<file path="src/rtl/zap_pkg.sv">
package zap_pkg;
	// Special-purpose register number of the zone override register.
	localparam logic [9:0] ZAP_ZONE_REG_NUM = 10'h03B0;
	// Reset value of the zone override register: every zone is 00.
	localparam logic [31:0] ZAP_ZONE_REG_RST = 32'h0000_0000;
	// Field geometry.
	localparam int ZAP_ZONE_CNT = 16;
	localparam int ZAP_ZONE_W = 2;
	// Zone field encodings.
	localparam logic [1:0] ZAP_Z_NOACC = 2'b00;
	localparam logic [1:0] ZAP_Z_FULL = 2'b11;

	// Kind of access presented for checking.
	typedef enum logic [4:0] {
		ZAP_OP_LOAD = 5'h00,
		ZAP_OP_STORE = 5'h01,
		ZAP_OP_FETCH = 5'h02,
		ZAP_OP_DCBZ = 5'h03,
		ZAP_OP_DCBI = 5'h04,
		ZAP_OP_DCCCI = 5'h05,
		ZAP_OP_ICCCI = 5'h06,
		ZAP_OP_DCBF = 5'h07,
		ZAP_OP_DCBST = 5'h08,
		ZAP_OP_DCBA = 5'h09,
		ZAP_OP_DCBT = 5'h0A,
		ZAP_OP_DCBTST = 5'h0B,
		ZAP_OP_ICBT = 5'h0C,
		ZAP_OP_DCREAD = 5'h0D,
		ZAP_OP_ICBI = 5'h0E,
		ZAP_OP_ICREAD = 5'h0F
	} zap_op_t;

	// Fields of the matched translation entry used by the check.
	typedef struct packed {
		logic entry_ok;
		logic store_permit;
		logic run_permit;
		logic [3:0] zone_select;
	} zap_entry_t;

	// One access request.
	typedef struct packed {
		logic valid;
		zap_op_t op;
		logic user_flag;
		logic relocate;
		logic executing;
		zap_entry_t entry;
	} zap_req_t;

	// Check result, one cycle after the request.
	typedef struct packed {
		logic done;
		logic allow;
		logic data_storage_int;
		logic instr_storage_int;
		logic nop;
	} zap_resp_t;
endpackage

</file>
<file path="src/rtl/zap_zone_sel.sv">
`timescale 1ns/10ps
// Picks one zone field; zone 0 sits in the top bit pair.
module zap_zone_sel import zap_pkg::*; (
	// Register and select.
	input wire logic [31:0] zone_reg,
	input wire logic [3:0] zone_select,
	// Selected field.
	output logic [1:0] zone_field
);
	// Big-endian numbering: zone n occupies little-endian bits 31-2n and 30-2n.
	wire [4:0] shift_amt = 5'(5'd30 - {zone_select, 1'b0});
	wire [31:0] shifted = zone_reg >> shift_amt;
	assign zone_field = shifted[1:0];
endmodule

</file>
<file path="src/rtl/zap_perm.sv">
`timescale 1ns/10ps
// Effective permissions after the zone override.
module zap_perm import zap_pkg::*; (
	// Inputs.
	input wire logic [1:0] zone_field,
	input wire logic user_flag,
	input wire zap_entry_t entry,
	// Effective permissions.
	output logic read_ok,
	output logic write_ok,
	output logic exec_ok
);
	// User mode: 00 denies, 11 forces; privileged: 1x forces, 00 never denies.
	wire deny = user_flag && (zone_field == ZAP_Z_NOACC);
	wire force_rw = user_flag ? (zone_field == ZAP_Z_FULL) : zone_field[1];
	// Without an override the entry flags decide.
	assign read_ok = entry.entry_ok && !deny;
	assign write_ok = read_ok && (force_rw || entry.store_permit);
	assign exec_ok = read_ok && (force_rw || entry.run_permit);
endmodule

</file>
<file path="src/rtl/zap_top.sv">
`timescale 1ns/10ps
// Operation
// - 32-bit register of sixteen 2-bit zones
// - Zone select indexes one zone field
// - User mode zone 00 denies all but invalidates, array reads
// - User zone 01/10 uses entry flags
// - User zone 11 forces write and execute
// - Privileged zone 00/01 uses entry flags
// - Privileged zone 10/11 forces write, execute
// - Privileged register 944 via move instructions
// - Zone write affects all member pages
// - Cache ops checked as data, DSI only
// - Block zero: store check plus user zone
// - Block invalidate: store permit only
// - Class invalidate: store permit only
// - Icache class invalidate ignores store permit
// - Class invalidates may miss; avoid relocation
// - Flush and store-back checked as loads
// - Touch and allocate failures become no-ops
// - Array reads, icache invalidate never violate
// - Zone 00 denies only in user mode
// - No checks while translation is off
// - Fetch fault raised at execute only
module zap_top import zap_pkg::*; (
	// Clock and reset.
	input wire logic clk,
	input wire logic rst,
	// Special-purpose register move port.
	input wire logic spr_wr,
	input wire logic spr_rd,
	input wire logic [9:0] spr_num,
	input wire logic spr_user,
	input wire logic [31:0] spr_wdata,
	output logic [31:0] spr_rdata,
	output logic spr_ack,
	output logic spr_priv_fault,
	// Access check.
	input wire zap_req_t req,
	output zap_resp_t resp
);
	// Zone override register and its next value.
	logic [31:0] zone_reg_ff;
	logic [31:0] nxt_zone_reg;
	// Registered outputs of the move port.
	logic [31:0] spr_rdata_ff;
	logic spr_ack_ff;
	logic spr_priv_fault_ff;
	// Registered check result.
	zap_resp_t resp_ff;
	zap_resp_t nxt_resp;

	// Decode of the move port; only a privileged move to 944 touches the register.
	wire spr_hit = (spr_num == ZAP_ZONE_REG_NUM);
	wire spr_any = (spr_wr || spr_rd) && spr_hit;
	wire spr_bad = spr_any && spr_user;
	wire spr_we = spr_wr && spr_hit && !spr_user;
	wire spr_re = spr_rd && spr_hit && !spr_user;
	// A write replaces the fields at once, so every page selecting them follows
	// without any translation entry being touched.
	assign nxt_zone_reg = spr_we ? spr_wdata : zone_reg_ff;

	// The zone field selected by the matched entry.
	logic [1:0] zone_field;
	zap_zone_sel u_sel (
		.zone_reg(zone_reg_ff),
		.zone_select(req.entry.zone_select),
		.zone_field(zone_field)
	);

	// Effective permissions after the override.
	logic read_ok;
	logic write_ok;
	logic exec_ok;
	zap_perm u_perm (
		.zone_field(zone_field),
		.user_flag(req.user_flag),
		.entry(req.entry),
		.read_ok(read_ok),
		.write_ok(write_ok),
		.exec_ok(exec_ok)
	);

	// User no-access zone, the only zone denial; privileged code never sees it.
	wire zone_deny = req.user_flag && (zone_field == ZAP_Z_NOACC);
	// Write-permission fault after override; the zone denial is folded in through write_ok.
	wire store_denied = !write_ok;
	// Missing entry validity is treated as a denial for ordinary accesses.
	wire load_denied = !read_ok;

	// Class of each operation.
	logic is_store_class;
	logic is_load_class;
	logic is_touch;
	logic is_alloc;
	logic is_priv_free;
	logic is_wp_only;
	logic is_fetch;
	// Operation classification; kept combinational so a new op costs one line.
	always_comb begin
		is_store_class = 1'b0;
		is_load_class = 1'b0;
		is_touch = 1'b0;
		is_alloc = 1'b0;
		is_priv_free = 1'b0;
		is_wp_only = 1'b0;
		is_fetch = 1'b0;
		case (req.op)
			ZAP_OP_STORE, ZAP_OP_DCBZ: begin
				is_store_class = 1'b1;
			end
			ZAP_OP_LOAD, ZAP_OP_DCBF, ZAP_OP_DCBST: begin
				is_load_class = 1'b1;
			end
			ZAP_OP_DCBI, ZAP_OP_DCCCI: begin
				// A class invalidate may still miss in the lookup ahead of this block.
				is_wp_only = 1'b1;
			end
			ZAP_OP_ICCCI, ZAP_OP_DCREAD, ZAP_OP_ICBI, ZAP_OP_ICREAD: begin
				is_priv_free = 1'b1;
			end
			ZAP_OP_DCBA: begin
				is_alloc = 1'b1;
			end
			ZAP_OP_DCBT, ZAP_OP_DCBTST, ZAP_OP_ICBT: begin
				is_touch = 1'b1;
			end
			ZAP_OP_FETCH: begin
				is_fetch = 1'b1;
			end
			default: begin
				is_priv_free = 1'b1;
			end
		endcase
	end

	// Per-class fault terms.
	wire f_store = store_denied;
	wire f_load = load_denied;
	// Write-protect-only ops ignore the zone denial, so only the entry's write flag
	// after override matters.
	wire wp_ok = req.entry.store_permit || (req.user_flag ? (zone_field == ZAP_Z_FULL) :
		zone_field[1]);
	wire f_wp = !wp_ok;
	wire f_alloc = store_denied;
	wire f_touch = zone_deny;
	// A fetch fault only counts when the instruction actually executes.
	wire f_fetch = !exec_ok && req.executing;

	// Result of the check; cache ops fault only to the data side.
	always_comb begin
		nxt_resp = '0;
		nxt_resp.done = req.valid;
		nxt_resp.allow = req.valid;
		if (req.valid && req.relocate) begin
			if (is_store_class && f_store) begin
				nxt_resp.data_storage_int = 1'b1;
				nxt_resp.allow = 1'b0;
			end else if (is_load_class && f_load) begin
				nxt_resp.data_storage_int = 1'b1;
				nxt_resp.allow = 1'b0;
			end else if (is_wp_only && f_wp) begin
				nxt_resp.data_storage_int = 1'b1;
				nxt_resp.allow = 1'b0;
			end else if ((is_alloc && f_alloc) || (is_touch && f_touch)) begin
				nxt_resp.nop = 1'b1;
				nxt_resp.allow = 1'b0;
			end else if (is_fetch && f_fetch) begin
				nxt_resp.instr_storage_int = 1'b1;
				nxt_resp.allow = 1'b0;
			end else if (is_fetch && !req.executing) begin
				nxt_resp.allow = exec_ok;
			end
		end
		// Real mode: every access passes unchecked.
		if (!req.relocate) begin
			nxt_resp.allow = req.valid;
		end
	end

	// Zone register; all zeros after reset.
	always_ff @(posedge clk or posedge rst) begin
		if (rst) begin
			zone_reg_ff <= ZAP_ZONE_REG_RST;
		end else begin
			zone_reg_ff <= nxt_zone_reg;
		end
	end

	// Move port answer, one cycle after the request.
	always_ff @(posedge clk or posedge rst) begin
		if (rst) begin
			spr_rdata_ff <= '0;
			spr_ack_ff <= 1'b0;
			spr_priv_fault_ff <= 1'b0;
		end else begin
			spr_rdata_ff <= spr_re ? zone_reg_ff : '0;
			spr_ack_ff <= spr_any && !spr_user;
			spr_priv_fault_ff <= spr_bad;
		end
	end

	// Check result register.
	always_ff @(posedge clk or posedge rst) begin
		if (rst) begin
			resp_ff <= '0;
		end else begin
			resp_ff <= nxt_resp;
		end
	end

	assign spr_rdata = spr_rdata_ff;
	assign spr_ack = spr_ack_ff;
	assign spr_priv_fault = spr_priv_fault_ff;
	assign resp = resp_ff;
endmodule

</file>
<file path="config.mk">
export PLATFORM = sky130hd
export DESIGN_NAME = zap_top
export DESIGN_NICKNAME = d
export VERILOG_FILES = /design/src/rtl/zap_pkg.sv /design/src/rtl/zap_zone_sel.sv /design/src/rtl/zap_perm.sv /design/src/rtl/zap_top.sv
export SDC_FILE = /design/constraint.sdc
export NUM_CORES = 1
export LEC_CHECK = 0
export BUFFER_PORTS_ARGS = -buffer_cell sky130_fd_sc_hd__clkbuf_2
export CORE_ASPECT_RATIO = 1.1
export CORE_MARGIN = 2
export CORE_UTILIZATION = 50
export CTS_CLUSTER_DIAMETER = 120
export DETAILED_ROUTE_END_ITERATION = 10
export PLACE_DENSITY = 0.9
export SYNTH_ARGS = -nofsm -noshare
export SYNTH_HDL_FRONTEND = slang
export SYNTH_SLANG_ARGS = --single-unit
</file>
<file path="constraint.sdc">
create_clock -name clk -period 2.8 [get_ports clk]
set_input_delay 0.56 -clock clk [delete_from_list [all_inputs] [get_ports clk]]
set_output_delay 0.56 -clock clk [all_outputs]
set_load 0.02 [all_outputs]
</file>
==> reports/results.tsv, run 1 <==
stage	metric	value	unit
critical_path	slowest cell on the critical path	sky130_fd_sc_hd__mux4_2	
clock_network	Clock Tree Buf Depth	2	
detailed_routing	average wire per standard cell	16.31	µm
timing	worst hold slack	275.6	ps
pwr	Switching Fraction	23.10	%
pwr	part of the power in registers	51.9	%
critical_path	slowest stage delay, CP	530	ps
critical_path	Bufs and invs on worst path	2	
pwr	part of the total power dissipated in combinational logic	7.0	%
clock_network	H-Tree Level Count	3	
cells_and_area	post-layout utilization of the core	65.52	%
placed_design	count of buffers inserted at the top-level ports	101	
cells_and_area	antenna diode count	0	
grt	vias in the first global route	2169	
floorplanning	Cell Rows	29	
floorplanning	number of top-level pins	102	
detailed_routing	met1 wire length	2.612	mm
timing	largest clock skew in the final design	5.575	ps
floorplanning	initial core utilization	51.59	%
floorplanning	Die W	77.57	µm
flow_run	number of violations of the max-capacitance limit	0	
yosys	count of flip-flops with a built-in enable after synthesis	0	
pwr	leakage dissipation	0.002144	µW
pwr	pwr dens	527.9	nW/µm²
critical_path	Top Family by Delay on Critical Path	compound AO/OA/AOI/OAI gates	
timing	Slew Limit Headroom	61.89	%
critical_path	Req. time, crit path	3030	ps
timing	setup violators final	0	
critical_path	critical path fanouts, max	7	
yosys	flip-flop and latch count after synthesis	71	
timing	Post-Route Setup TNS	0	ps
floorplanning	floorplan die area	6587	µm²
detailed_routing	top metal layer carrying routed signals	met4	
grt	total routing resource utilization after global routing	21.41	%
timing	actual slew at the worst max-slew pin	571.6	ps
cells_and_area	post-route design area	3780	µm²
placed_design	HPWL after detailed placement	4.755	mm
worst_hold_path	worst min-delay path class	in -> async	
yosys	proportion of register bits with asynchronous set or reset after synthesis	100.0	%
clock_network	post-CTS setup buffer count	0	
yosys	Post-Syn Area	2977	µm²
detailed_routing	count of vias placed by the detailed router	2111	
clock_network	number of cells upsized or downsized after cts	0	
yosys	distinct cell type count after synthesis	38	
timing	maximum clock frequency	425.8	MHz
critical_path	Worst setup startpoint	req[1]	
timing	post-route minimum period	2348	ps
timing	Hold Vio Cnt, Final	0	
critical_path	category of the critical setup timing path	in -> reg	
timing	setup repair after global routing missed its margin	no	
clock_network	cell at the root of the clock tree	sky130_fd_sc_hd__clkbuf_8	
yosys	gate count after technology mapping	210	
clock_network	CTS tree	built	
yosys	number of warnings issued by yosys	0	
detailed_routing	DRT Pass-1 Iters	4	
yosys	predominant post-synthesis flop cell	sky130_fd_sc_hd__dfrtp_1	
clock_network	clock insertion delay at the later pin of the skew report	330	ps
clock_network	total of hold buffers inserted after clock tree synthesis	0	
detailed_routing	routed via count divided by cell count	5.317	
critical_path	critical path, cell by cell	clkbuf_2, buf_4, mux2i_1, mux4_2, a22oi_4, maj3_1, o211ai_2, o41ai_2	
detailed_routing	drc violations	0	
cells_and_area	fill cell count	445	
critical_path	startpoint of the lowest-slack register-to-register path	zone_reg_ff[9]	
cells_and_area	number of nets in the layout	378	
detailed_routing	number of nets with antenna violations after routing	0	
grt	global route overflow	0	
cells_and_area	layout-stage area growth over the synthesis result	26.99	%
placed_design	Placed Area	3573	µm²
detailed_routing	met3 routed WL	335	µm
critical_path	Setup crit end kind	flop	
yosys	Synth Area per Inst	14.17	µm²
grt	wire length of the first global-routing pass	10.67	mm
detailed_routing	routed wire length	6.475	mm
floorplanning	core area	5769	µm²
clock_network	number of buffers added by the clock tree synthesis step	9	
timing	number of slew-limit violations in the final report	0	
placed_design	GP Congestion	0.8431	
pwr	internal portion of total power	1534	µW
clock_network	clock transition at the register clock pins on the worst setup and hold paths after CTS	70	ps
cells_and_area	most common library cell in the layout ignoring fill and taps	sky130_fd_sc_hd__clkbuf_2	
detailed_routing	count of routing violations after the opening detailed-route iteration	94	
clock_network	count of clock tree sinks	71	
floorplanning	die height	84.93	µm
pwr	Peak supply drop	0.0004490	V
cells_and_area	layout cell share with drive strength beyond 1	51.56	%
detailed_routing	Routed met2 length	3.420	mm
grt	initial antenna violation count	0	
pwr	switching power of the nets	461.0	µW
cells_and_area	most frequent cells in the layout	101 x sky130_fd_sc_hd__clkbuf_2, 71 x sky130_fd_sc_hd__dfrtp_1, 32 x sky130_fd_sc_hd__mux2_2, 32 x sky130_fd_sc_hd__and3_1, 11 x sky130_fd_sc_hd__mux2i_1	
yosys	Seq/Total Area, Yosys	59.69	%
grt	largest net degree at the start of global routing	72	
pwr	proportion of power drawn by the clock network	41.1	%
critical_path	arrival time of data at the critical path endpoint	2570	ps
run_status	outcome	finished clean	
yosys	number of nets in the synthesized netlist	273	
timing	final period utilization	83.87	%
critical_path	critical path launch point type	input pin	
## registers in the layout, summed over array words and instances (netlist names)
register / cells
resp: 5
spr_ack: 1
spr_priv_fault: 1
spr_rdata: 32
zone_reg_ff: 32
## logic make-up (layout without fill, tap and decap cells)
group                      after synthesis  count (layout)  share of synthesized area [%]
adders and majority gates                2               2                         0.6726
AOI/OAI and AO/OA                       17              17                          5.128
muxes                                   49              49                          20.47
DFF                                     71              71                          59.69
buffers and inverters                   14             124                          2.059
and+or+nand+nor                         57              57                          11.98
## worst register-to-register path: stages, from the launching register on
cell,delay (ps)
sky130_fd_sc_hd__dfrtp_1,400
sky130_fd_sc_hd__mux4_1,500
sky130_fd_sc_hd__mux2i_1,140
sky130_fd_sc_hd__mux2i_1,190
sky130_fd_sc_hd__maj3_1,370
sky130_fd_sc_hd__a21oi_1,240
sky130_fd_sc_hd__nor4b_2,250
## Yosys cell counts, types with 2 or more instances
cell                       number  area (µm²)
sky130_fd_sc_hd__o21a_1         3       22.52
sky130_fd_sc_hd__maj3_1         2       20.02
sky130_fd_sc_hd__nand4b_1       2       17.52
sky130_fd_sc_hd__mux2_2        32       360.4
sky130_fd_sc_hd__inv_1          3       11.26
sky130_fd_sc_hd__and3_1        32       200.2
sky130_fd_sc_hd__mux4_2         5       112.6
sky130_fd_sc_hd__clkbuf_1       6       22.52
sky130_fd_sc_hd__buf_1          3       11.26
sky130_fd_sc_hd__a211oi_1       2       15.01
sky130_fd_sc_hd__a21o_1         2       15.01
sky130_fd_sc_hd__nand2b_1       4       25.02
sky130_fd_sc_hd__nand2_1        4       15.01
sky130_fd_sc_hd__mux2i_1       11       110.1
sky130_fd_sc_hd__nor2b_1        2       12.51
sky130_fd_sc_hd__a21oi_1        2       10.01
sky130_fd_sc_hd__o21ai_0        2       10.01
sky130_fd_sc_hd__dfrtp_1       71        1777
sky130_fd_sc_hd__nor2_1         3       11.26
## power by group through the flow
stage | Sequential [µW] | Clock (µW) | Combinational, µW
after floorplan | 1060 | 0 | 64.7
after CTS | 1040 | 839 | 141
final | 1040 | 820 | 140
after detailed placement | 1060 | 0 | 140
after global placement | 1060 | 0 | 137
after global routing | 1040 | 887 | 155
## final cells by class
cell class	instances	area, µm²	area share, %
Timing Repair Buffer	105	548.0	14.50
Multi-Input combinational cell	125	1141	30.19
Inverter	3	11.26	0.2979
Clock inverter	6	68.82	1.821
Sequential cell	71	1777	47.00
Clock buffer	10	137.6	3.641
Tap cell	77	96.34	2.549
## through the flow
step           std cells  worst slack, ps  total power (µW)
5_1_grt              397            354.9              2077
3_3_place_gp         381            254.0              1192
6_report             397            451.6              1995
4_1_cts              397            466.7              2015
3_5_place_dp         381            131.3              1196
2_1_floorplan        210            443.4              1123
## routing by layer
metal | vias to the layer above | GRT usage [%]
li1 | 982 | -
met1 | 1047 | 25.64
met2 | 73 | 37.15
met3 | 9 | 5.851
met4 | 0 | 7.955
met5 | - | 0
## worst paths after layout
kind | endpoint | slack, ps | cells past startpoint
setup / recovery | resp[3] | 450 | 8
hold / removal | spr_rdata[24] | 280 | 3
setup reg to reg | resp[1] | 610 | 6
hold reg to reg | zone_reg_ff[10] | 530 | 1
max in group asynchronous | zone_reg_ff[3] | 2240 | 3
min in group clk | resp[4] | 380 | 1
(Power assumes the default switching activity.)
==> inputs of run 2 (changes only) <==
--- a/config.mk
+++ b/config.mk
@@ -5,10 +5,11 @@
 export SDC_FILE = /design/constraint.sdc
 export NUM_CORES = 1
 export LEC_CHECK = 0
+export ABC_AREA = 1
 export BUFFER_PORTS_ARGS = -buffer_cell sky130_fd_sc_hd__clkbuf_2
 export CORE_ASPECT_RATIO = 1.1
 export CORE_MARGIN = 2
-export CORE_UTILIZATION = 50
+export CORE_UTILIZATION = 51
 export CTS_CLUSTER_DIAMETER = 120
 export DETAILED_ROUTE_END_ITERATION = 10
 export PLACE_DENSITY = 0.9
==> constraint.sdc (replaced) <==
create_clock -name clk -period 2.25 [get_ports clk]
set_input_delay 0.45 -clock clk [delete_from_list [all_inputs] [get_ports clk]]
set_output_delay 0.45 -clock clk [all_outputs]
set_load 0.02 [all_outputs]
==> reports/results.tsv, run 2 <==
stage	metric	value	unit
critical_path	arrival time of data at the critical path endpoint	1990	ps
clock_network	H-Tree Level Count	3	
timing	post-route minimum period	1715	ps
timing	setup repair after global routing missed its margin	no	
critical_path	Setup crit end kind	flop	
yosys	flip-flop and latch count after synthesis	71	
clock_network	Clock Tree Buf Depth	2	
cells_and_area	non-filler instance count after layout	499	
clock_network	post-CTS setup buffer count	0	
critical_path	critical path fanouts, max	19	
placed_design	Placed Area	3767	µm²
grt	global route overflow	0	
timing	setup violators final	0	
yosys	Seq/Total Area, Yosys	55.56	%
critical_path	setup slack of the worst register-to-register path	610	ps
cells_and_area	number of nets in the layout	477	
run_status	outcome	finished clean	
clock_network	number of cells upsized or downsized after cts	0	
detailed_routing	DRT Pass-1 Iters	4	
yosys	most area-hungry cell type in the Yosys netlist	sky130_fd_sc_hd__dfrtp_1	
floorplanning	Cell Rows	30	
timing	number of slew-limit violations in the final report	0	
detailed_routing	count of vias placed by the detailed router	2421	
timing	largest clock skew in the final design	2.393	ps
detailed_routing	average wire per standard cell	13.59	µm
yosys	area share of the largest cell type after synthesis	55.56	%
placed_design	HPWL after detailed placement	5.042	mm
critical_path	logic depth of the worst register-to-register path	14	
grt	vias in the first global route	2483	
grt	initial antenna violation count	0	
cells_and_area	post-route design area	3958	µm²
yosys	synth top area cells	sky130_fd_sc_hd__dfrtp_1 56%, sky130_fd_sc_hd__mux2_4 14%, sky130_fd_sc_hd__nand2_1 5.9%, sky130_fd_sc_hd__inv_1 5.8%, sky130_fd_sc_hd__nand3_1 4.7%	
yosys	number of warnings issued by yosys	0	
pwr	Peak supply drop	0.0003592	V
floorplanning	number of top-level pins	102	
detailed_routing	routed via count divided by cell count	4.852	
yosys	most frequent cell after synthesis	sky130_fd_sc_hd__dfrtp_1	
floorplanning	Die W	79.50	µm
yosys	proportion of register bits with asynchronous set or reset after synthesis	100.0	%
critical_path	critical path launch point type	input pin	
floorplanning	floorplan die area	6920	µm²
worst_hold_path	worst min-delay path class	in -> async	
detailed_routing	routed wire length	6.779	mm
yosys	Synth Area per Inst	10.35	µm²
timing	final period utilization	76.22	%
detailed_routing	count of routing violations after the opening detailed-route iteration	101	
cells_and_area	most frequent cells in the layout	101 x sky130_fd_sc_hd__clkbuf_2, 71 x sky130_fd_sc_hd__dfrtp_1, 50 x sky130_fd_sc_hd__nand2_1	
critical_path	category of the critical setup timing path	in -> reg	
yosys	number of nets in the synthesized netlist	372	
placed_design	count of buffers inserted at the top-level ports	101	
clock_network	clock transition at the register clock pins on the worst setup and hold paths after CTS	70	ps
clock_network	cell at the root of the clock tree	sky130_fd_sc_hd__clkbuf_8	
pwr	leakage dissipation	0.002252	µW
yosys	distinct cell type count after synthesis	26	
placed_design	cell count after placement	483	
yosys	count of flip-flops with a built-in enable after synthesis	0	
timing	Slew Limit Headroom	73.71	%
timing	maximum clock frequency	583.1	MHz
cells_and_area	layout cell share with drive strength beyond 1	38.66	%
clock_network	total of hold buffers inserted after clock tree synthesis	0	
detailed_routing	drc violations	0	
clock_network	count of clock tree sinks	71	
yosys	gate count after technology mapping	309	
detailed_routing	number of nets with antenna violations after routing	0	
floorplanning	die height	87.05	µm
floorplanning	initial core utilization	52.27	%
floorplanning	core area	6118	µm²
cells_and_area	antenna diode count	0	
cells_and_area	fill cell count	502	
grt	largest net degree at the start of global routing	72	
yosys	most instantiated cells after synthesis	71 x sky130_fd_sc_hd__dfrtp_1, 50 x sky130_fd_sc_hd__nand2_1, 49 x sky130_fd_sc_hd__inv_1	
clock_network	CTS tree	built	
clock_network	clock insertion delay at the later pin of the skew report	330	ps
grt	wire length of the first global-routing pass	11.07	mm
yosys	Post-Syn Area	3198	µm²
yosys	predominant post-synthesis flop cell	sky130_fd_sc_hd__dfrtp_1	
grt	total routing resource utilization after global routing	21.13	%
clock_network	number of buffers added by the clock tree synthesis step	9	
cells_and_area	layout-stage area growth over the synthesis result	23.75	%
cells_and_area	most common library cell in the layout ignoring fill and taps	sky130_fd_sc_hd__clkbuf_2	
timing	Hold Vio Cnt, Final	0	
flow_run	number of violations of the max-capacitance limit	0	
pwr	pwr dens	620.6	nW/µm²
timing	Post-Route Setup TNS	0	ps
timing	actual slew at the worst max-slew pin	394.4	ps
critical_path	Req. time, crit path	2530	ps
placed_design	GP Congestion	0.8531	
-- run 2: changes by cell type in the layout (fill, tap and decap cells not counted), sizes merged, moves of 3 or more --
cell / delta
or2: +3
mux2i: -11
and3: -32
nand2: +48
inv: +47
nor2: +38
a211oi: -3
o21a: -3
nand2b: -4
nand3: +32
mux4: -6
-- run 2: path summary, 6_finish.rpt --
| path | startpoint | to |
|---|---|---|
| worst max-delay path | req[0] | resp[3] |
| worst min-delay path | rst | zone_reg_ff[5] |
| worst max register to register | zone_reg_ff[13] | resp[3] |
| worst min register to register | zone_reg_ff[30] | zone_reg_ff[30] |
| max in group asynchronous | rst | spr_rdata[22] |
| min in group clk | req[15] | resp[4] |
-- run 2: cells by family after synthesis --
family | after synthesis | share of synthesized area (%)
simple gates | 136 | 19.44
flops | 71 | 55.56
mux | 32 | 14.67
buf+inv | 61 | 8.685
compound gates | 9 | 1.643
-- run 2: area by class of cell --
class / count / area (µm²) / share of cell area, %
Clock buffer: 12 / 145.1 / 3.667
Inverter: 51 / 193.9 / 4.900
Multi-Input combinational cell: 177 / 1144 / 28.90
Timing Repair Buffer: 104 / 553.0 / 13.97
Tap cell: 80 / 100.1 / 2.529
Clock inverter: 4 / 45.04 / 1.138
Sequential cell: 71 / 1777 / 44.89
-- run 2: critical path, stage by stage --
cell and delay, ps:
sky130_fd_sc_hd__clkbuf_2 330, sky130_fd_sc_hd__inv_4 130, sky130_fd_sc_hd__nand2_1 80, sky130_fd_sc_hd__nand3_1 80, sky130_fd_sc_hd__nand3_1 130, sky130_fd_sc_hd__nand3_1 80
sky130_fd_sc_hd__nand2_1 100, sky130_fd_sc_hd__nor2_1 70, sky130_fd_sc_hd__nor2_2 100, sky130_fd_sc_hd__nand2_1 80, sky130_fd_sc_hd__nand2_1 60, sky130_fd_sc_hd__nand2_1 60
sky130_fd_sc_hd__nor2_2 110, sky130_fd_sc_hd__nand3_1 70, sky130_fd_sc_hd__nand2_1 70
-- run 2: where the power goes --
| group | total, µW | internal, µW | switching (µW) |
|---|---|---|---|
| clock network | 971 | 537 | 434 |
| logic | 198 | 81.3 | 117 |
| registers | 1290 | 1280 | 3.55 |
-- run 2: routing by layer --
layer	GRT usage [%]	wire length, µm	vias to the layer above
met2	37.05	3519	71
met5	0	0	-
met3	4.046	318	22
met4	11.29	227	0
met1	24.35	2715	1151
li1	-	-	1177
-- run 2: through the flow --
stage / hold WS [ps] / utilization [%] / total power [µW] / worst slack [ps]
6_report: 163.7 / 64.68 / 2456 / 535.1
4_1_cts: 187.7 / 64.68 / 2482 / 571.0
3_3_place_gp: 488.1 / 61.57 / 1502 / 314.8
3_5_place_dp: 493.0 / 61.57 / 1510 / 227.5
5_1_grt: 203.0 / 64.68 / 2553 / 369.0
2_1_floorplan: 479.3 / - / 1425 / 3.434
